### src/hdl/sysint_pkg.sv
// constants, types and bus carriers for the reset source and break status block
// assumes sys_clk_i is the crystal clock and the cpu bus is synchronous to it
//
// Function
// - a flag records that a break interrupt ended wait mode.
// - the break status flag only works while in emulation mode.
// - break wait-exit flag reads 1 after break exit, else 0.
// - a cpu read of the reset cause register clears all its flags, except in break with clearing disabled.
// - power-on reset leaves only the power-on flag set.
// - flags accumulate until software clears them by reading.
// - the reset pin is driven low during power-on or internal reset.
// - pin sampled 32 clocks after release; low sets the external-pin flag.
// - external-pin flag marks a pin reset; cleared by power-on or read.
// - watchdog flag marks a watchdog reset; cleared by power-on or read.
// - bad opcode flag marks an undefined opcode reset; cleared likewise.
// - bad fetch flag set only by opcode fetches from unimplemented addresses.
// - monitor entry flag marks a reset caused by monitor mode entry.
// - low voltage flag marks a low-voltage inhibit reset; cleared likewise.
// - break clear enable bit is read/write and gates clearing during break.
// - a break interrupt while in wait mode sets the wait-exit flag.
// - two-step clears stay protected during break while clearing is disabled.
// - a flag cleared in break with clearing enabled stays cleared.
package sysint_pkg;

	// ==================================================================
	// register map
	localparam logic [15:0] BREAK_STATUS_ADDR = 16'hfe00;
	localparam logic [15:0] RESET_CAUSE_ADDR = 16'hfe01;
	localparam logic [15:0] BREAK_CTRL_ADDR = 16'hfe03;

	// ==================================================================
	// field positions
	localparam int unsigned WAIT_EXIT_BIT = 1;
	localparam int unsigned POR_BIT = 7;
	localparam int unsigned PIN_BIT = 6;
	localparam int unsigned WDOG_BIT = 5;
	localparam int unsigned OPCODE_BIT = 4;
	localparam int unsigned FETCH_BIT = 3;
	localparam int unsigned MONITOR_BIT = 2;
	localparam int unsigned LOW_VOLT_BIT = 1;
	localparam int unsigned CLEAR_EN_BIT = 7;

	// ==================================================================
	// reset values
	localparam logic [7:0] RESET_CAUSE_RESET = 8'h80;
	localparam logic BREAK_FLAG_RESET = 1'b0;
	localparam logic CLEAR_EN_RESET = 1'b0;

	// ==================================================================
	// timing counts, in crystal clock cycles
	localparam int unsigned CNT_W = 6;
	localparam logic [CNT_W-1:0] DRIVE_CYCLES = 6'h30;
	localparam logic [CNT_W-1:0] PIN_SAMPLE_CYCLES = 6'h20;

	// ==================================================================
	// types
	typedef enum logic [2:0] {
		ST_DRIVE = 3'b001,
		ST_RELEASE = 3'b010,
		ST_IDLE = 3'b100
	} seq_state_t;

	typedef struct packed {
		logic [15:0] addr;
		logic rd;
		logic wr;
		logic [7:0] wdata;
	} bus_req_t;

	typedef struct packed {
		logic watchdog;
		logic bad_opcode;
		logic bad_address;
		logic opcode_fetch;
		logic monitor_entry;
		logic low_voltage;
	} reset_cause_t;

	typedef struct packed {
		logic emulation;
		logic break_irq;
		logic wait_mode;
		logic break_state;
	} break_ctx_t;

endpackage

### src/hdl/reset_source_and_break_status.sv
// reset source flags, reset pin sequencing and break status registers
// assumes all inputs except the asynchronous reset_n_i are synchronous to sys_clk_i and reset causes are pulses
`timescale 1ns/10ps

module reset_source_and_break_status (
	input wire logic sys_clk_i,
	input wire logic reset_n_i,
	input wire sysint_pkg::bus_req_t bus_i,
	output logic [7:0] rdata_o,
	input wire sysint_pkg::reset_cause_t cause_i,
	input wire sysint_pkg::break_ctx_t brk_i,
	input wire logic reset_pin_i,
	output logic reset_pin_o,
	output logic reset_pin_oe_o,
	output logic system_reset_o,
	output logic break_clear_enable_o,
	output logic status_clear_permit_o
);

	// ==================================================================
	// address decode
	function automatic logic hit(input logic [15:0] addr, input logic [15:0] reg_addr);
		hit = (addr == reg_addr);
	endfunction

	sysint_pkg::seq_state_t state;
	sysint_pkg::seq_state_t next_state;
	logic [sysint_pkg::CNT_W-1:0] count;
	logic [sysint_pkg::CNT_W-1:0] next_count;
	logic [7:0] reset_cause;
	logic [7:0] cause_set;
	logic [5:0] cause_vec;
	logic break_flag;
	logic clear_en;
	logic clear_permit;
	logic internal_req;
	logic pin_low_seen;
	logic read_clear;
	logic status_clear;

	// clearing is protected while in break unless the enable bit is set
	assign clear_permit = !brk_i.break_state || clear_en;
	assign read_clear = bus_i.rd && hit(bus_i.addr, sysint_pkg::RESET_CAUSE_ADDR)
		&& clear_permit;
	assign status_clear = bus_i.wr && hit(bus_i.addr, sysint_pkg::BREAK_STATUS_ADDR)
		&& !bus_i.wdata[sysint_pkg::WAIT_EXIT_BIT] && clear_permit;

	// data accesses to unimplemented space carry no opcode_fetch and so set nothing
	// a pin pulled low from outside while idle is an external reset too
	assign cause_vec[0] = pin_low_seen
		|| (state == sysint_pkg::ST_IDLE && !reset_pin_i);
	assign cause_vec[1] = cause_i.watchdog;
	assign cause_vec[2] = cause_i.bad_opcode;
	assign cause_vec[3] = cause_i.bad_address && cause_i.opcode_fetch;
	assign cause_vec[4] = cause_i.monitor_entry;
	assign cause_vec[5] = cause_i.low_voltage;
	assign internal_req = |cause_vec[5:1];

	// ==================================================================
	// map each cause onto its flag position
	localparam int unsigned CAUSE_POS [6] = '{
		sysint_pkg::PIN_BIT, sysint_pkg::WDOG_BIT, sysint_pkg::OPCODE_BIT,
		sysint_pkg::FETCH_BIT, sysint_pkg::MONITOR_BIT, sysint_pkg::LOW_VOLT_BIT
	};
	generate
		for (genvar i = 0; i < 6; i++) begin : g_cause
			assign cause_set[CAUSE_POS[i]] = cause_vec[i];
		end
	endgenerate
	// power-on is only ever set by the asynchronous reset; bit 0 is unused
	assign cause_set[sysint_pkg::POR_BIT] = 1'b0;
	assign cause_set[0] = 1'b0;

	// ==================================================================
	// reset pin sequencer: drive low, release, then sample after the delay
	always_comb begin
		next_state = state;
		next_count = count;
		unique case (state)
			sysint_pkg::ST_DRIVE: begin
				if (count == '0) begin
					next_state = sysint_pkg::ST_RELEASE;
					next_count = sysint_pkg::PIN_SAMPLE_CYCLES - 1'b1;
				end else begin
					next_count = count - 1'b1;
				end
			end
			sysint_pkg::ST_RELEASE: begin
				if (count == '0) begin
					next_state = sysint_pkg::ST_IDLE;
				end else begin
					next_count = count - 1'b1;
				end
			end
			sysint_pkg::ST_IDLE: begin
				// a low pin while not driving it is an external reset
				if (!reset_pin_i) begin
					next_state = sysint_pkg::ST_DRIVE;
					next_count = sysint_pkg::DRIVE_CYCLES - 1'b1;
				end
			end
		endcase
		// a new internal cause restarts the sequence from any state
		if (internal_req) begin
			next_state = sysint_pkg::ST_DRIVE;
			next_count = sysint_pkg::DRIVE_CYCLES - 1'b1;
		end
	end

	// sample point: last cycle of the release window
	assign pin_low_seen = (state == sysint_pkg::ST_RELEASE) && (count == '0)
		&& !reset_pin_i;

	// power-on starts in the drive phase so the pin is pulled low at once
	always_ff @(posedge sys_clk_i or negedge reset_n_i) begin
		if (!reset_n_i) begin
			state <= sysint_pkg::ST_DRIVE;
			count <= sysint_pkg::DRIVE_CYCLES - 1'b1;
		end else begin
			state <= next_state;
			count <= next_count;
		end
	end

	// pin outputs track the next state so they switch with the state itself
	always_ff @(posedge sys_clk_i or negedge reset_n_i) begin
		if (!reset_n_i) begin
			reset_pin_o <= 1'b0;
			reset_pin_oe_o <= 1'b1;
			system_reset_o <= 1'b1;
		end else begin
			reset_pin_o <= 1'b0;
			reset_pin_oe_o <= (next_state == sysint_pkg::ST_DRIVE);
			system_reset_o <= (next_state != sysint_pkg::ST_IDLE);
		end
	end

	// ==================================================================
	// reset cause flags: sets win over a read clear in the same cycle
	always_ff @(posedge sys_clk_i or negedge reset_n_i) begin
		if (!reset_n_i) begin
			reset_cause <= sysint_pkg::RESET_CAUSE_RESET;
		end else begin
			// flags only accumulate until software reads them
			reset_cause <= (reset_cause & ~{8{read_clear}}) | cause_set;
		end
	end

	// break wait-exit flag is only set while emulation is active
	always_ff @(posedge sys_clk_i or negedge reset_n_i) begin
		if (!reset_n_i) begin
			break_flag <= sysint_pkg::BREAK_FLAG_RESET;
		end else begin
			break_flag <= (break_flag && !status_clear)
				|| (brk_i.emulation && brk_i.break_irq && brk_i.wait_mode);
		end
	end

	// break clear enable, read/write
	always_ff @(posedge sys_clk_i or negedge reset_n_i) begin
		if (!reset_n_i) begin
			clear_en <= sysint_pkg::CLEAR_EN_RESET;
		end else if (bus_i.wr && hit(bus_i.addr, sysint_pkg::BREAK_CTRL_ADDR)) begin
			clear_en <= bus_i.wdata[sysint_pkg::CLEAR_EN_BIT];
		end
	end

	// other modules gate both steps of their clears on this permit, so a first
	// step done before break cannot finish the clear inside protected break
	always_ff @(posedge sys_clk_i or negedge reset_n_i) begin
		if (!reset_n_i) begin
			break_clear_enable_o <= sysint_pkg::CLEAR_EN_RESET;
			status_clear_permit_o <= 1'b1;
		end else begin
			break_clear_enable_o <= next_clear_en();
			status_clear_permit_o <= !brk_i.break_state || next_clear_en();
		end
	end

	function automatic logic next_clear_en();
		if (bus_i.wr && hit(bus_i.addr, sysint_pkg::BREAK_CTRL_ADDR)) begin
			next_clear_en = bus_i.wdata[sysint_pkg::CLEAR_EN_BIT];
		end else begin
			next_clear_en = clear_en;
		end
	endfunction

	// ==================================================================
	// read data captured from pre-clear values; zero when idle or unmapped
	always_ff @(posedge sys_clk_i or negedge reset_n_i) begin
		if (!reset_n_i) begin
			rdata_o <= 8'h00;
		end else if (bus_i.rd) begin
			rdata_o <= 8'h00;
			if (hit(bus_i.addr, sysint_pkg::BREAK_STATUS_ADDR)) begin
				// outside emulation the flag means nothing, so it reads as zero
				rdata_o[sysint_pkg::WAIT_EXIT_BIT] <= break_flag && brk_i.emulation;
			end else if (hit(bus_i.addr, sysint_pkg::RESET_CAUSE_ADDR)) begin
				rdata_o <= reset_cause;
			end else if (hit(bus_i.addr, sysint_pkg::BREAK_CTRL_ADDR)) begin
				rdata_o[sysint_pkg::CLEAR_EN_BIT] <= clear_en;
			end
		end else begin
			rdata_o <= 8'h00;
		end
	end
endmodule

### config.mk
export PLATFORM = sky130hd
export DESIGN_NAME = reset_source_and_break_status
export DESIGN_NICKNAME = d
export VERILOG_FILES = /design/src/hdl/sysint_pkg.sv /design/src/hdl/reset_source_and_break_status.sv
export SDC_FILE = /design/constraint.sdc
export NUM_CORES = 1
export LEC_CHECK = 0
export BUFFER_PORTS_ARGS = -buffer_cell sky130_fd_sc_hd__buf_2
export CORE_UTILIZATION = 30
export CTS_CLUSTER_SIZE = 10
export DETAILED_ROUTE_END_ITERATION = 8
export SYNTH_ARGS = -nofsm -noshare
export SYNTH_HDL_FRONTEND = slang
export SYNTH_SLANG_ARGS = --single-unit
### constraint.sdc
create_clock -name sys_clk_i -period 3 [get_ports sys_clk_i]
set_clock_uncertainty 0.15 [all_clocks]
set_input_delay 0.6 -clock sys_clk_i [delete_from_list [all_inputs] [get_ports sys_clk_i]]
set_output_delay 0.6 -clock sys_clk_i [all_outputs]
set_load 0.02 [all_outputs]
==> results_dict.tcl <==
set metrics [dict create \
    htree_levels 2 \
    syn_inst 134 \
    crit_start "count[0]$_DFFE_PN1P_" \
    synth.distinct_cells 47 \
    total_power_uw 791 \
    yosys.area_share.simple 0.261 \
    grt_usage 0.131 \
    tritoncts "yes" \
    synth_warnings 0 \
    cp_top_family "simple AND/OR/NAND/NOR gates" \
    swShare 0.224 \
    postCtsHoldBufs 0 \
    setup_ws_ns 0.789 \
    synth_compound_area_frac 0.142 \
    startpoint_type "register" \
    finalCritPeriodShare 0.737 \
    crit_arrival_ns 2.25 \
    gp_congestion 0.853 \
    muxShareOfSynthArea 0.0218 \
    synth_area_um2 1440 \
    criticalPathCategory "register to register" \
    maxCapViolations 0 \
    drtIter0Drc 79 \
    final_common_cell "buf_2" \
    critPathCapture "count[3]$_DFFE_PN1P_" \
    rsz0062_at_grt "false" \
    async_reset_ff_frac 1.00 \
    p_sw_uw 177 \
    setup_viol 0 \
    p_comb_frac 0.060 \
    drive_gt1_frac 0.392 \
    fmax_mhz 452 \
    synth_area_leaders "dfrtp_1 35%, dfstp_2 18%, and2_1 3.5%" \
    drc 2 \
    synthDominantAreaCellType "dfrtp_1" \
    max-vdd-ir-drop_uv 141 \
    p_int_uw 613 \
    final_area_um2 1790 \
    pre_cts_slack_ns 0.728 \
    nets 220 \
    cts-root-buf "clkbuf_8" \
    fin_cells 233 \
    grt_antenna_before_repair 0 \
    synth_top_family_by_area "simple AND/OR/NAND/NOR gates" \
    postPlaceCellArea_um2 1690 \
    ys_seq_area_frac 0.531 \
    vias 1157 \
    synth_edf_count 0 \
    hold_viol 0 \
    period_needed_ns 2.21 \
    die_w_um 71.2 \
    dr.pass1.iters 6 \
    worstMarginPinSlew_ns 0.640 \
    avgViaCountPerCell 4.97 \
    status "finished with violations" \
    pwr-share-clk 0.423 \
    port-buffer-count 44 \
    mostFrequentLayoutCells "44 x buf_2, 20 x dfrtp_1, 10 x nor2_1, 10 x dfstp_2" \
    grt_pass1_wl_mm 5.17 \
    avgSynthCellArea_um2 10.7 \
    rr_startpoint "count[0]$_DFFE_PN1P_" \
    relSlewSlack 0.573 \
    insertion_delay_ns 0.28 \
    fp.dieArea_um2 5070 \
    p_seq_frac 0.517 \
    synth_xor_area_frac 0 \
    start_util 0.321 \
    max_stage_delay_ns 0.61 \
    ys_ff_latch 30 \
    cp_max_fo 6 \
    post_cts_buffers 0 \
    critPathBufInv 1 \
    clock-sinks 30 \
    pin_count 52 \
    drt-wirelength-per-cell_um 12.7 \
    violations "design-rule violations" \
    first_global_vias 1149 \
    synth_top_cell_area_share 0.348 \
    regToRegEndpoint "count[3]$_DFFE_PN1P_" \
    finalSetupTns_ns 0 \
    synthAdderAreaFrac 0.00871 \
    clkTransAtPathRegs_ns 0.07 \
    grt_max_degree 31 \
    ctsLongestPathBuffers 2 \
    postCtsResizedCells 0 \
    rrSetupSlack_ns 0.79 \
    coreArea_um2 4470 \
    placed_cells 225 \
    worstPathCellList "inv_1 -> ha_1 -> or4b_1 -> nor2_1 -> nor3_1 -> o31ai_1" \
    routed_wl_mm 2.97 \
    reg2reg_depth 6 \
    critPathCaptureType "register" \
    hold_path_class "input pin to asynchronous set/reset pin" \
    detailed_place_hpwl_mm 2.24 \
    fp.dieH_um 71.2 \
    ys.flop_type "dfrtp_1" \
    cts_inserted_buffers 5 \
    required_ns 3.03 \
    cp.depth 6 \
    leakage_uw 0.000785 \
    ant_nets 0 \
    synthToLayoutAreaGrowth_pct 24.3 \
    power_per_cell_area_nw_per_um2 443 \
    syn-num-nets 174 \
    grt.overflow.total 0 \
    slowest_stage "or4b_1" \
    rows 24 \
    final-max-slew-violation-count 0 \
    diodes 0 \
]
==> layer usage <==
| layer | vias up | track usage | routed length, um | part of all wire |
|---|---|---|---|---|
| met5 | - | 0 | 0 | 0 |
| met4 | 0 | 0.0778 | 74 | 0.025 |
| met3 | 8 | 0.0313 | 117 | 0.039 |
| met2 | 22 | 0.197 | 1450 | 0.49 |
| met1 | 551 | 0.173 | 1330 | 0.45 |
| li1 | 576 | - | - | - |
==> worst min path at each step <==
stage,start,end,slack [ns],depth (start not counted)
after floorplan,reset_n_i,break_clear_enable_o$_DFF_PN0_,0.15,0
after global placement,reset_cause[2]$_DFF_PN0_,reset_cause[2]$_DFF_PN0_,0.31,1
after detailed placement,reset_cause[5]$_DFF_PN0_,reset_cause[5]$_DFF_PN0_,0.31,1
after CTS,reset_n_i,reset_cause[5]$_DFF_PN0_,0.21,1
after global routing,reset_n_i,count[4]$_DFFE_PN0P_,0.26,1
final,reset_n_i,count[4]$_DFFE_PN0P_,0.19,1
==> area by class of cell <==
class / instances / area [um2]
clock inverter: 2 / 12.5
timing repair buffer: 44 / 220
fill: 456 / 2690
inverter: 4 / 15.0
sequential: 30 / 763
tap: 52 / 65.1
clock buffer: 6 / 82.6
multi-input combinational: 95 / 627
==> flip-flops by register name (all words and copies together), names as in the netlist, 3 cells and up <==
register     cells
rdata_o          8
state            3
reset_cause      8
count            6
==> kinds of logic (layout without fill, tap and decap cells) <==
kind of cell / Yosys count / count (layout)
mux: 3 / 3
simple gates: 60 / 60
other cells: 1 / 1
fa+ha+maj: 1 / 1
compound gates: 30 / 30
flops: 30 / 30
buf+inv: 9 / 56
==> cell usage after synthesis (2+ instances only) <==
master and count:
dfrtp_1 20, dfstp_2 10, nor2_1 10, a21oi_1 8
and2_1 8, nand2_1 7, nor3_1 7, a21o_1 5
inv_1 4, nand3_1 4, nand2b_1 3, nor2b_1 3
nor4_1 3, o21ai_0 3, a31oi_1 2, mux2i_1 2
nor4_4 2, o211ai_1 2, o31ai_1 2, or2_2 2
==> power by group through the flow <==
stage | logic, uW | clock network, uW | registers (uW)
2_1_floorplan | 13.6 | 0 | 416
3_3_place_gp | 48.5 | 0 | 415
3_5_place_dp | 49.0 | 0 | 415
4_1_cts | 49.2 | 346 | 408
5_1_grt | 55.3 | 364 | 408
6_report | 47.8 | 334 | 408
==> stage by stage <==
stage,utilization,hold slack [ns]
after floorplan,-,0.154
after global placement,0.378,0.307
after detailed placement,0.378,0.310
after CTS,0.399,0.214
after global routing,0.399,0.256
final,0.399,0.188
(Power assumes the default switching activity.)
